### src/riu_pkg.sv
// Purpose: Shared constants and types for the return instruction unit.
// Assumes: Byte addresses on a 32-bit APB bus, one aligned word per register.
// Notes: One clock edge is one quarter of an instruction cycle.
package riu_pkg;

    localparam int ADDR_W = 8;
    localparam int DATA_W = 32;
    localparam int PC_W = 21;
    localparam int BANK_W = 4;

    // Register byte offsets.
    localparam logic [7:0] OFS_INSTR = 8'h00;
    localparam logic [7:0] OFS_CTRL = 8'h04;
    localparam logic [7:0] OFS_IRQ_EN = 8'h08;
    localparam logic [7:0] OFS_ACC = 8'h0C;
    localparam logic [7:0] OFS_FLAGS = 8'h10;
    localparam logic [7:0] OFS_BANK = 8'h14;
    localparam logic [7:0] OFS_ACC_SH = 8'h18;
    localparam logic [7:0] OFS_FLAGS_SH = 8'h1C;
    localparam logic [7:0] OFS_BANK_SH = 8'h20;
    localparam logic [7:0] OFS_TOP_OF_STACK = 8'h24;
    localparam logic [7:0] OFS_PC = 8'h28;
    localparam logic [7:0] OFS_PC_HIGH = 8'h2C;
    localparam logic [7:0] OFS_PC_UPPER = 8'h30;
    localparam logic [7:0] OFS_STAT = 8'h34;

    // Field positions.
    localparam int IE_HIGH_BIT = 7;
    localparam int IE_LOW_BIT = 6;
    localparam int CTRL_PRIO_BIT = 0;
    localparam int CTRL_LOWSVC_BIT = 1;
    localparam int STAT_BUSY_BIT = 0;
    localparam int STAT_BAD_BIT = 1;

    // Opcode patterns.
    localparam logic [14:0] IRQ_RET_PFX = 15'h0008;
    localparam logic [14:0] RETURN_PFX = 15'h0009;
    localparam logic [7:0] LIT_RET_PFX = 8'h0C;

    // Reset values.
    localparam logic [7:0] RST_BYTE = 8'h00;
    localparam logic [15:0] RST_INSTR = 16'h0000;
    localparam logic [PC_W-1:0] RST_PC = 21'h0;

    // Quarter phase sequencing.
    localparam logic [1:0] Q_FIRST = 2'h0;
    localparam logic [1:0] Q_LAST = 2'h3;

    typedef enum logic [1:0] {
        RIU_IDLE = 2'b00,
        RIU_EXEC = 2'b01,
        RIU_REFILL = 2'b11
    } riu_state_type;

endpackage : riu_pkg

### src/riu_decode.sv
// Purpose: Recognises the three return opcodes and splits out their fields.
// Assumes: The opcode is stable while it is decoded.
// Notes: Purely combinational.
module riu_decode (
    // Opcode in.
    input wire logic [15:0] opcode_i,
    // Decoded fields.
    output logic is_irq_ret_o,
    output logic is_return_o,
    output logic is_lit_ret_o,
    output logic shadow_o,
    output logic [7:0] literal_o
);

    always_comb begin
        // Fifteen fixed bits, the select bit last.
        is_irq_ret_o = (opcode_i[15:1] == riu_pkg::IRQ_RET_PFX);
        is_return_o = (opcode_i[15:1] == riu_pkg::RETURN_PFX);
        is_lit_ret_o = (opcode_i[15:8] == riu_pkg::LIT_RET_PFX);
        shadow_o = opcode_i[0] & (is_irq_ret_o | is_return_o);
        literal_o = opcode_i[7:0];
    end

endmodule : riu_decode

### src/riu_qseq.sv
// Purpose: Steps a return through two instruction cycles of four quarters.
// Assumes: Start is ignored while busy.
// Notes: The pop strobe falls in the last quarter of the first cycle.
module riu_qseq (
    // Clock and reset.
    input wire logic clk_i,
    input wire logic rst_n_i,
    // Control.
    input wire logic start_i,
    // Status.
    output logic busy_o,
    output logic pop_o,
    output logic [1:0] quarter_o
);

    riu_pkg::riu_state_type state_q;
    logic [1:0] quarter_q;

    // Advances the quarter count and the cycle state.
    always_ff @(posedge clk_i) begin
        if (!rst_n_i) begin
            state_q <= riu_pkg::RIU_IDLE;
            quarter_q <= riu_pkg::Q_FIRST;
        end else begin
            case (state_q)
                riu_pkg::RIU_IDLE: begin
                    quarter_q <= riu_pkg::Q_FIRST;
                    if (start_i) begin
                        state_q <= riu_pkg::RIU_EXEC;
                    end
                end
                riu_pkg::RIU_EXEC: begin
                    quarter_q <= quarter_q + 2'h1;
                    if (quarter_q == riu_pkg::Q_LAST) begin
                        state_q <= riu_pkg::RIU_REFILL;
                    end
                end
                riu_pkg::RIU_REFILL: begin
                    quarter_q <= quarter_q + 2'h1;
                    if (quarter_q == riu_pkg::Q_LAST) begin
                        state_q <= riu_pkg::RIU_IDLE;
                    end
                end
                default: begin
                    state_q <= riu_pkg::RIU_IDLE;
                end
            endcase
        end
    end

    assign busy_o = (state_q != riu_pkg::RIU_IDLE);
    assign pop_o = (state_q == riu_pkg::RIU_EXEC) && (quarter_q == riu_pkg::Q_LAST);
    assign quarter_o = quarter_q;

endmodule : riu_qseq

### src/riu_top.sv
// Purpose: Executes the return instructions and holds the core state they touch.
// Assumes: APB slave with no wait states; a return opcode written to the instruction register while idle runs.
// Notes: Stack depth handling lives outside; this unit reads the top entry and pulses a pop.

// Functional notes
// - Decode interrupt return with trailing select bit.
// - Interrupt return pops stack into PC.
// - Interrupt return sets high or low enable.
// - Select one restores accumulator, flags, bank.
// - Select zero leaves those registers alone.
// - Only the two enable bits change.
// - Literal return loads literal into accumulator.
// - Literal return pops stack into PC.
// - PC high and upper latches stay unchanged.
// - Subroutine return loads PC, no enables.
module riu_top (
    // Clock and reset.
    input wire logic clk_i,
    input wire logic rst_n_i,
    // APB slave.
    input wire logic psel,
    input wire logic penable,
    input wire logic pwrite,
    input wire logic [riu_pkg::ADDR_W-1:0] paddr,
    input wire logic [riu_pkg::DATA_W-1:0] pwdata,
    output logic [riu_pkg::DATA_W-1:0] prdata,
    output logic pready,
    output logic pslverr,
    // Core side.
    output logic stack_pop_o,
    output logic [riu_pkg::PC_W-1:0] pc_o,
    output logic busy_o
);

    logic [15:0] instr_q;
    logic [1:0] ctrl_q;
    logic [7:0] irq_en_q;
    logic [7:0] acc_q;
    logic [7:0] flags_q;
    logic [riu_pkg::BANK_W-1:0] bank_q;
    logic [7:0] acc_sh_q;
    logic [7:0] flags_sh_q;
    logic [riu_pkg::BANK_W-1:0] bank_sh_q;
    logic [riu_pkg::PC_W-1:0] top_of_stack_q;
    logic [riu_pkg::PC_W-1:0] pc_q;
    logic [7:0] pc_high_q;
    logic [7:0] pc_upper_q;
    logic bad_q;
    logic [riu_pkg::DATA_W-1:0] rdata_q;

    logic is_irq_ret;
    logic is_return;
    logic is_lit_ret;
    logic shadow_sel;
    logic [7:0] literal;
    logic new_irq_ret;
    logic new_return;
    logic new_lit_ret;
    logic new_valid;
    logic busy;
    logic pop;
    logic [1:0] quarter;
    logic access;
    logic wr;
    logic mapped;
    logic start;
    logic wr_instr;
    logic restore;

    // Decodes the held opcode.
    riu_decode u_decode (
        .opcode_i(instr_q),
        .is_irq_ret_o(is_irq_ret),
        .is_return_o(is_return),
        .is_lit_ret_o(is_lit_ret),
        .shadow_o(shadow_sel),
        .literal_o(literal)
    );

    // Decodes the incoming write data to vet a new opcode.
    riu_decode u_vet (
        .opcode_i(pwdata[15:0]),
        .is_irq_ret_o(new_irq_ret),
        .is_return_o(new_return),
        .is_lit_ret_o(new_lit_ret),
        .shadow_o(),
        .literal_o()
    );

    // Sequences the two instruction cycles.
    riu_qseq u_seq (
        .clk_i(clk_i),
        .rst_n_i(rst_n_i),
        .start_i(start),
        .busy_o(busy),
        .pop_o(pop),
        .quarter_o(quarter)
    );

    always_comb begin
        access = psel && penable;
        wr = access && pwrite;
        mapped = (paddr <= riu_pkg::OFS_STAT) && (paddr[1:0] == 2'b00);
        new_valid = new_irq_ret | new_return | new_lit_ret;
        wr_instr = wr && (paddr == riu_pkg::OFS_INSTR) && !busy;
        start = wr_instr && new_valid;
        restore = pop && shadow_sel && (is_irq_ret || is_return);
    end

    // Zero-wait APB handshake; a busy opcode write or an unmapped address errors.
    assign pready = 1'b1;
    assign pslverr = access && (!mapped || (pwrite && (paddr == riu_pkg::OFS_INSTR) && busy));

    // Holds the opcode taken from the bus.
    always_ff @(posedge clk_i) begin
        if (!rst_n_i) begin
            instr_q <= riu_pkg::RST_INSTR;
        end else if (wr_instr) begin
            instr_q <= pwdata[15:0];
        end
    end

    // Control bits: priority scheme and which level is being serviced.
    always_ff @(posedge clk_i) begin
        if (!rst_n_i) begin
            ctrl_q <= 2'h0;
        end else if (wr && (paddr == riu_pkg::OFS_CTRL)) begin
            ctrl_q <= pwdata[1:0];
        end
    end

    // Sticky flag for an opcode that is not a return; set wins over clear.
    always_ff @(posedge clk_i) begin
        if (!rst_n_i) begin
            bad_q <= 1'b0;
        end else if (wr_instr && !new_valid) begin
            bad_q <= 1'b1;
        end else if (wr && (paddr == riu_pkg::OFS_STAT) && pwdata[riu_pkg::STAT_BAD_BIT]) begin
            bad_q <= 1'b0;
        end
    end

    // Global enables: an interrupt return sets one of the two, nothing else.
    always_ff @(posedge clk_i) begin
        if (!rst_n_i) begin
            irq_en_q <= riu_pkg::RST_BYTE;
        end else if (pop && is_irq_ret) begin
            if (ctrl_q[riu_pkg::CTRL_PRIO_BIT] && ctrl_q[riu_pkg::CTRL_LOWSVC_BIT]) begin
                irq_en_q[riu_pkg::IE_LOW_BIT] <= 1'b1;
            end else begin
                irq_en_q[riu_pkg::IE_HIGH_BIT] <= 1'b1;
            end
        end else if (wr && (paddr == riu_pkg::OFS_IRQ_EN)) begin
            irq_en_q <= pwdata[7:0];
        end
    end

    // Accumulator: literal or shadow on a return, else a bus write.
    always_ff @(posedge clk_i) begin
        if (!rst_n_i) begin
            acc_q <= riu_pkg::RST_BYTE;
        end else if (pop && is_lit_ret) begin
            acc_q <= literal;
        end else if (restore) begin
            acc_q <= acc_sh_q;
        end else if (wr && (paddr == riu_pkg::OFS_ACC)) begin
            acc_q <= pwdata[7:0];
        end
    end

    // Flags: only the shadow restore may change them during a return.
    always_ff @(posedge clk_i) begin
        if (!rst_n_i) begin
            flags_q <= riu_pkg::RST_BYTE;
        end else if (restore) begin
            flags_q <= flags_sh_q;
        end else if (wr && (paddr == riu_pkg::OFS_FLAGS)) begin
            flags_q <= pwdata[7:0];
        end
    end

    // Bank select.
    always_ff @(posedge clk_i) begin
        if (!rst_n_i) begin
            bank_q <= riu_pkg::RST_BYTE[riu_pkg::BANK_W-1:0];
        end else if (restore) begin
            bank_q <= bank_sh_q;
        end else if (wr && (paddr == riu_pkg::OFS_BANK)) begin
            bank_q <= pwdata[riu_pkg::BANK_W-1:0];
        end
    end

    // Shadow copies, loaded by software or by interrupt entry logic elsewhere.
    always_ff @(posedge clk_i) begin
        if (!rst_n_i) begin
            acc_sh_q <= riu_pkg::RST_BYTE;
            flags_sh_q <= riu_pkg::RST_BYTE;
            bank_sh_q <= riu_pkg::RST_BYTE[riu_pkg::BANK_W-1:0];
        end else if (wr) begin
            if (paddr == riu_pkg::OFS_ACC_SH) begin
                acc_sh_q <= pwdata[7:0];
            end else if (paddr == riu_pkg::OFS_FLAGS_SH) begin
                flags_sh_q <= pwdata[7:0];
            end else if (paddr == riu_pkg::OFS_BANK_SH) begin
                bank_sh_q <= pwdata[riu_pkg::BANK_W-1:0];
            end
        end
    end

    // Top of stack presented by the stack keeper.
    always_ff @(posedge clk_i) begin
        if (!rst_n_i) begin
            top_of_stack_q <= riu_pkg::RST_PC;
        end else if (wr && (paddr == riu_pkg::OFS_TOP_OF_STACK)) begin
            top_of_stack_q <= pwdata[riu_pkg::PC_W-1:0];
        end
    end

    // Program counter: every return loads it from the top of stack.
    always_ff @(posedge clk_i) begin
        if (!rst_n_i) begin
            pc_q <= riu_pkg::RST_PC;
        end else if (pop) begin
            pc_q <= top_of_stack_q;
        end else if (wr && (paddr == riu_pkg::OFS_PC)) begin
            pc_q <= pwdata[riu_pkg::PC_W-1:0];
        end
    end

    // Address latches: returns never touch them.
    always_ff @(posedge clk_i) begin
        if (!rst_n_i) begin
            pc_high_q <= riu_pkg::RST_BYTE;
            pc_upper_q <= riu_pkg::RST_BYTE;
        end else if (wr && (paddr == riu_pkg::OFS_PC_HIGH)) begin
            pc_high_q <= pwdata[7:0];
        end else if (wr && (paddr == riu_pkg::OFS_PC_UPPER)) begin
            pc_upper_q <= pwdata[7:0];
        end
    end

    // Read data is captured in the setup cycle and held for the access cycle.
    always_ff @(posedge clk_i) begin
        if (!rst_n_i) begin
            rdata_q <= '0;
        end else if (psel && !penable && !pwrite) begin
            rdata_q <= '0;
            if (paddr == riu_pkg::OFS_INSTR) begin
                rdata_q[15:0] <= instr_q;
            end else if (paddr == riu_pkg::OFS_CTRL) begin
                rdata_q[1:0] <= ctrl_q;
            end else if (paddr == riu_pkg::OFS_IRQ_EN) begin
                rdata_q[7:0] <= irq_en_q;
            end else if (paddr == riu_pkg::OFS_ACC) begin
                rdata_q[7:0] <= acc_q;
            end else if (paddr == riu_pkg::OFS_FLAGS) begin
                rdata_q[7:0] <= flags_q;
            end else if (paddr == riu_pkg::OFS_BANK) begin
                rdata_q[riu_pkg::BANK_W-1:0] <= bank_q;
            end else if (paddr == riu_pkg::OFS_ACC_SH) begin
                rdata_q[7:0] <= acc_sh_q;
            end else if (paddr == riu_pkg::OFS_FLAGS_SH) begin
                rdata_q[7:0] <= flags_sh_q;
            end else if (paddr == riu_pkg::OFS_BANK_SH) begin
                rdata_q[riu_pkg::BANK_W-1:0] <= bank_sh_q;
            end else if (paddr == riu_pkg::OFS_TOP_OF_STACK) begin
                rdata_q[riu_pkg::PC_W-1:0] <= top_of_stack_q;
            end else if (paddr == riu_pkg::OFS_PC) begin
                rdata_q[riu_pkg::PC_W-1:0] <= pc_q;
            end else if (paddr == riu_pkg::OFS_PC_HIGH) begin
                rdata_q[7:0] <= pc_high_q;
            end else if (paddr == riu_pkg::OFS_PC_UPPER) begin
                rdata_q[7:0] <= pc_upper_q;
            end else if (paddr == riu_pkg::OFS_STAT) begin
                rdata_q[riu_pkg::STAT_BUSY_BIT] <= busy;
                rdata_q[riu_pkg::STAT_BAD_BIT] <= bad_q;
                rdata_q[5:4] <= quarter;
            end
        end
    end

    assign prdata = rdata_q;
    assign stack_pop_o = pop;
    assign pc_o = pc_q;
    assign busy_o = busy;

    // Each return stands for two instruction cycles of four quarters.
    two_cycle_a: assert property (@(posedge clk_i) disable iff (!rst_n_i)
        start |=> busy_o [*8] ##1 !busy_o)
        else $error("Return did not last two instruction cycles.");

    // The pop falls in the fourth quarter of the first cycle.
    pop_time_a: assert property (@(posedge clk_i) disable iff (!rst_n_i)
        start |-> !stack_pop_o [*4] ##1 stack_pop_o ##1 !stack_pop_o [*4])
        else $error("Stack pop came at the wrong quarter.");

    // The PC takes the top of stack right after the pop.
    pc_load_a: assert property (@(posedge clk_i) disable iff (!rst_n_i)
        stack_pop_o |=> pc_o == $past(top_of_stack_q))
        else $error("PC not loaded from top of stack.");

    // An interrupt return turns on the chosen global enable.
    irq_set_a: assert property (@(posedge clk_i) disable iff (!rst_n_i)
        stack_pop_o && is_irq_ret |=>
        (irq_en_q[riu_pkg::IE_HIGH_BIT] || irq_en_q[riu_pkg::IE_LOW_BIT]))
        else $error("Interrupt return left enables clear.");

    // Only the two enable bits may change on an interrupt return.
    irq_only_a: assert property (@(posedge clk_i) disable iff (!rst_n_i)
        stack_pop_o |=> irq_en_q[5:0] == $past(irq_en_q[5:0]))
        else $error("Return disturbed other enable bits.");

    // Select one copies all three shadows.
    shadow_load_a: assert property (@(posedge clk_i) disable iff (!rst_n_i)
        stack_pop_o && shadow_sel && !is_lit_ret |=>
        acc_q == $past(acc_sh_q) && flags_q == $past(flags_sh_q) && bank_q == $past(bank_sh_q))
        else $error("Shadow restore missing.");

    // Select zero leaves flags and bank as they were.
    no_shadow_a: assert property (@(posedge clk_i) disable iff (!rst_n_i)
        stack_pop_o && !shadow_sel && !wr |=>
        $stable(flags_q) && $stable(bank_q))
        else $error("Registers changed without select.");

    // The literal lands in the accumulator.
    literal_a: assert property (@(posedge clk_i) disable iff (!rst_n_i)
        stack_pop_o && is_lit_ret |=> acc_q == $past(instr_q[7:0]))
        else $error("Literal not written to accumulator.");

    // Address latches hold across a return.
    latch_hold_a: assert property (@(posedge clk_i) disable iff (!rst_n_i)
        stack_pop_o && !wr |=> $stable(pc_high_q) && $stable(pc_upper_q))
        else $error("Address latch changed by return.");

    // A subroutine return leaves the global enables alone.
    sub_enable_a: assert property (@(posedge clk_i) disable iff (!rst_n_i)
        stack_pop_o && is_return && !wr |=> $stable(irq_en_q))
        else $error("Subroutine return changed enables.");

    // A literal return changes no flags, bank or enables.
    lit_keep_a: assert property (@(posedge clk_i) disable iff (!rst_n_i)
        stack_pop_o && is_lit_ret && !wr |=>
        $stable(flags_q) && $stable(bank_q) && $stable(irq_en_q))
        else $error("Literal return changed other state.");

endmodule : riu_top

### config.mk
export PLATFORM = sky130hd
export DESIGN_NAME = riu_top
export DESIGN_NICKNAME = d
export VERILOG_FILES = /design/src/riu_pkg.sv /design/src/riu_decode.sv /design/src/riu_qseq.sv /design/src/riu_top.sv
export SDC_FILE = /design/constraint.sdc
export NUM_CORES = 1
export LEC_CHECK = 0
export BUFFER_PORTS_ARGS = -buffer_cell sky130_fd_sc_hd__buf_2
export CELL_PAD_IN_SITES_DETAIL_PLACEMENT = 2
export CELL_PAD_IN_SITES_GLOBAL_PLACEMENT = 2
export CORE_ASPECT_RATIO = 1.2
export CORE_MARGIN = 1
export CORE_UTILIZATION = 30
export CTS_CLUSTER_DIAMETER = 80
export DETAILED_ROUTE_END_ITERATION = 12
export PLACE_DENSITY = 0.82
export SYNTH_ARGS = -nofsm -noshare
export SYNTH_HDL_FRONTEND = slang
export SYNTH_HIERARCHICAL = 1
export SYNTH_SLANG_ARGS = --single-unit
export TNS_END_PERCENT = 30
### constraint.sdc
create_clock -name clk_i -period 3.2 [get_ports clk_i]
set_input_delay 0.16 -clock clk_i [delete_from_list [all_inputs] [get_ports clk_i]]
set_output_delay 0.16 -clock clk_i [all_outputs]
set_load 0.02 [all_outputs]
==> impl_metrics.tcl <==
set metrics [dict create \
    status "completed" \
    synth_area_sq_um 7980 \
    critPathKind "register to register" \
    cts_max_path_buffers 2 \
    grt_usage_pct 23.2 \
    p_leak_nw 3.86 \
    wire_per_inst_um 23.2 \
    fmaxAchievable_mhz 354 \
    antenna_cells 0 \
    drc 0 \
    io_pins 102 \
    cp_data_arrival_time_ns 3.16 \
    fin_util_pct 34.9 \
    finalSetupViolCount 0 \
    die_x_um 151 \
    place_ws_ns 0.398 \
    min_period_ns 2.83 \
    fin_nets 1025 \
    rsz0062_at_grt "false" \
    max_slew.worst_pin.slew_ns 0.879 \
    syn_avg_cell_area_sq_um 8.53 \
    post_cts_buffers 0 \
    cp_max_fo 16 \
    required_ns 3.53 \
    cts_tree "yes" \
    grt_antenna_before_repair 0 \
    die_h_um 181 \
    ant_nets 0 \
    root_buffer "clkbuf_16" \
    hold_slack_ns 0.0213 \
    powerDensity_nw_per_um2 454 \
    relSlewSlack_pct 41.1 \
    drive_gt1_share_pct 17.0 \
    netlist_instances 935 \
    placed_area_sq_um 8540 \
    hp-class "input pin to register" \
    drt-vias-per-instance 5.61 \
    cp-start-kind "register" \
    yosys_warnings 6 \
    hold_buffers 5 \
    wirelength_um 30800 \
    fin_ws_ns 0.373 \
    place_hpwl_um 21500 \
    start_util_pct 30.5 \
    grt_max_degree 64 \
    clock_sinks 150 \
    grt_pass1_wl_um 47300 \
    dieArea_sq_um 27300 \
    grt.overflow.total 0 \
    design_area_sq_um 9150 \
    cts_htree_levels 4 \
    cts_buffers 17 \
    post_cts_resized 0 \
    drt_first_pass_iters 5 \
    io_buffers 78 \
    end_kind "register" \
    drt_iter0_markers 361 \
    mostFrequentLayoutCell "nand2_1" \
    vias 7437 \
    final_cell_mix "174 x nand2_1, 150 x dfxtp_1, 82 x mux2i_1" \
    ir_worst_vdd_mv 0.391 \
    period_share_pct 88.3 \
    slew_viol_final 0 \
    max_cap_viol_count 0 \
    finalClockSkew_ns 0.0105 \
    worstSkewPairLatency_ns 0.44 \
    rows 65 \
    hold_violations 0 \
    grt_pass1_vias 8048 \
    clk_pin_slew_ns 0.07 \
    synthToLayoutAreaGrowth_pct 14.6 \
    setup_tns_ns 0 \
    core_area_sq_um 26200 \
    place_congestion 0.832 \
]
==> power by group <==
part | total (mW) | switching (mW) | leakage (nW) | internal [mW]
registers | 1.88 | 0.00497 | 1.21 | 1.88
clock network | 1.96 | 0.857 | 0.275 | 1.10
logic | 0.307 | 0.218 | 2.38 | 0.0890
total | 4.15 | 1.08 | 3.86 | 3.07
==> sequential cells by signal, summed over array words and instances (netlist names), 4 cells and up <==
signal and cells:
flags_sh_q 8, flags_q 8, prdata 21, acc_q 8, pc_o 21, irq_en_q 8
pc_upper_q 8, pc_high_q 8, instr_q 16, acc_sh_q 8, bank_sh_q 4, top_of_stack_q 21
bank_q 4
==> cell type report <==
| type | count | area [sq um] |
|---|---|---|
| clock buffers | 19 | 453 |
| clock inverters | 12 | 105 |
| fillers | 3000 | 17000 |
| inverters | 3 | 11.3 |
| multi-input cells | 697 | 4500 |
| flip-flops and latches | 150 | 3000 |
| well taps | 335 | 419 |
| repair buffers | 110 | 658 |
==> routing by layer <==
metal / vias to the layer above / track usage (%) / share of wire (%)
li1: 3376 / - / -
met1: 3773 / 26.9 / 40
met2: 207 / 40.0 / 51
met3: 81 / 3.75 / 4.0
met4: 0 / 12.7 / 4.9
met5: - / 0 / 0
==> critical path, cell delays in order, from the launching register on <==
cell and delay, ns:
dfxtp_1 0.35, or4b_1 0.61, nor4_1 0.39, o211ai_1 0.43
o311a_1 0.49, nand2_1 0.16, o21ai_0 0.09, and2_1 0.20
==> through the flow <==
| step | total power, mW | cells |
|---|---|---|
| floorplan | 2.11 | 945 |
| global placement | 2.21 | 1290 |
| detailed placement | 2.22 | 1290 |
| CTS | 4.18 | 1326 |
| global route | 4.28 | 1326 |
| finish | 4.15 | 1326 |
==> path summary, 6_finish.rpt <==
kind | start | to | slack, ns | cells after the start
min reg2reg | top_of_stack_q[19] | top_of_stack_q[19] | 0.49 | 2
min | pwdata[13] | instr_q[13] | 0.02 | 3
max | instr_q[10] | acc_q[7] | 0.37 | 7
max reg2reg | instr_q[10] | acc_q[7] | 0.37 | 7
No activity file was read; power rests on OpenSTA's default activity.
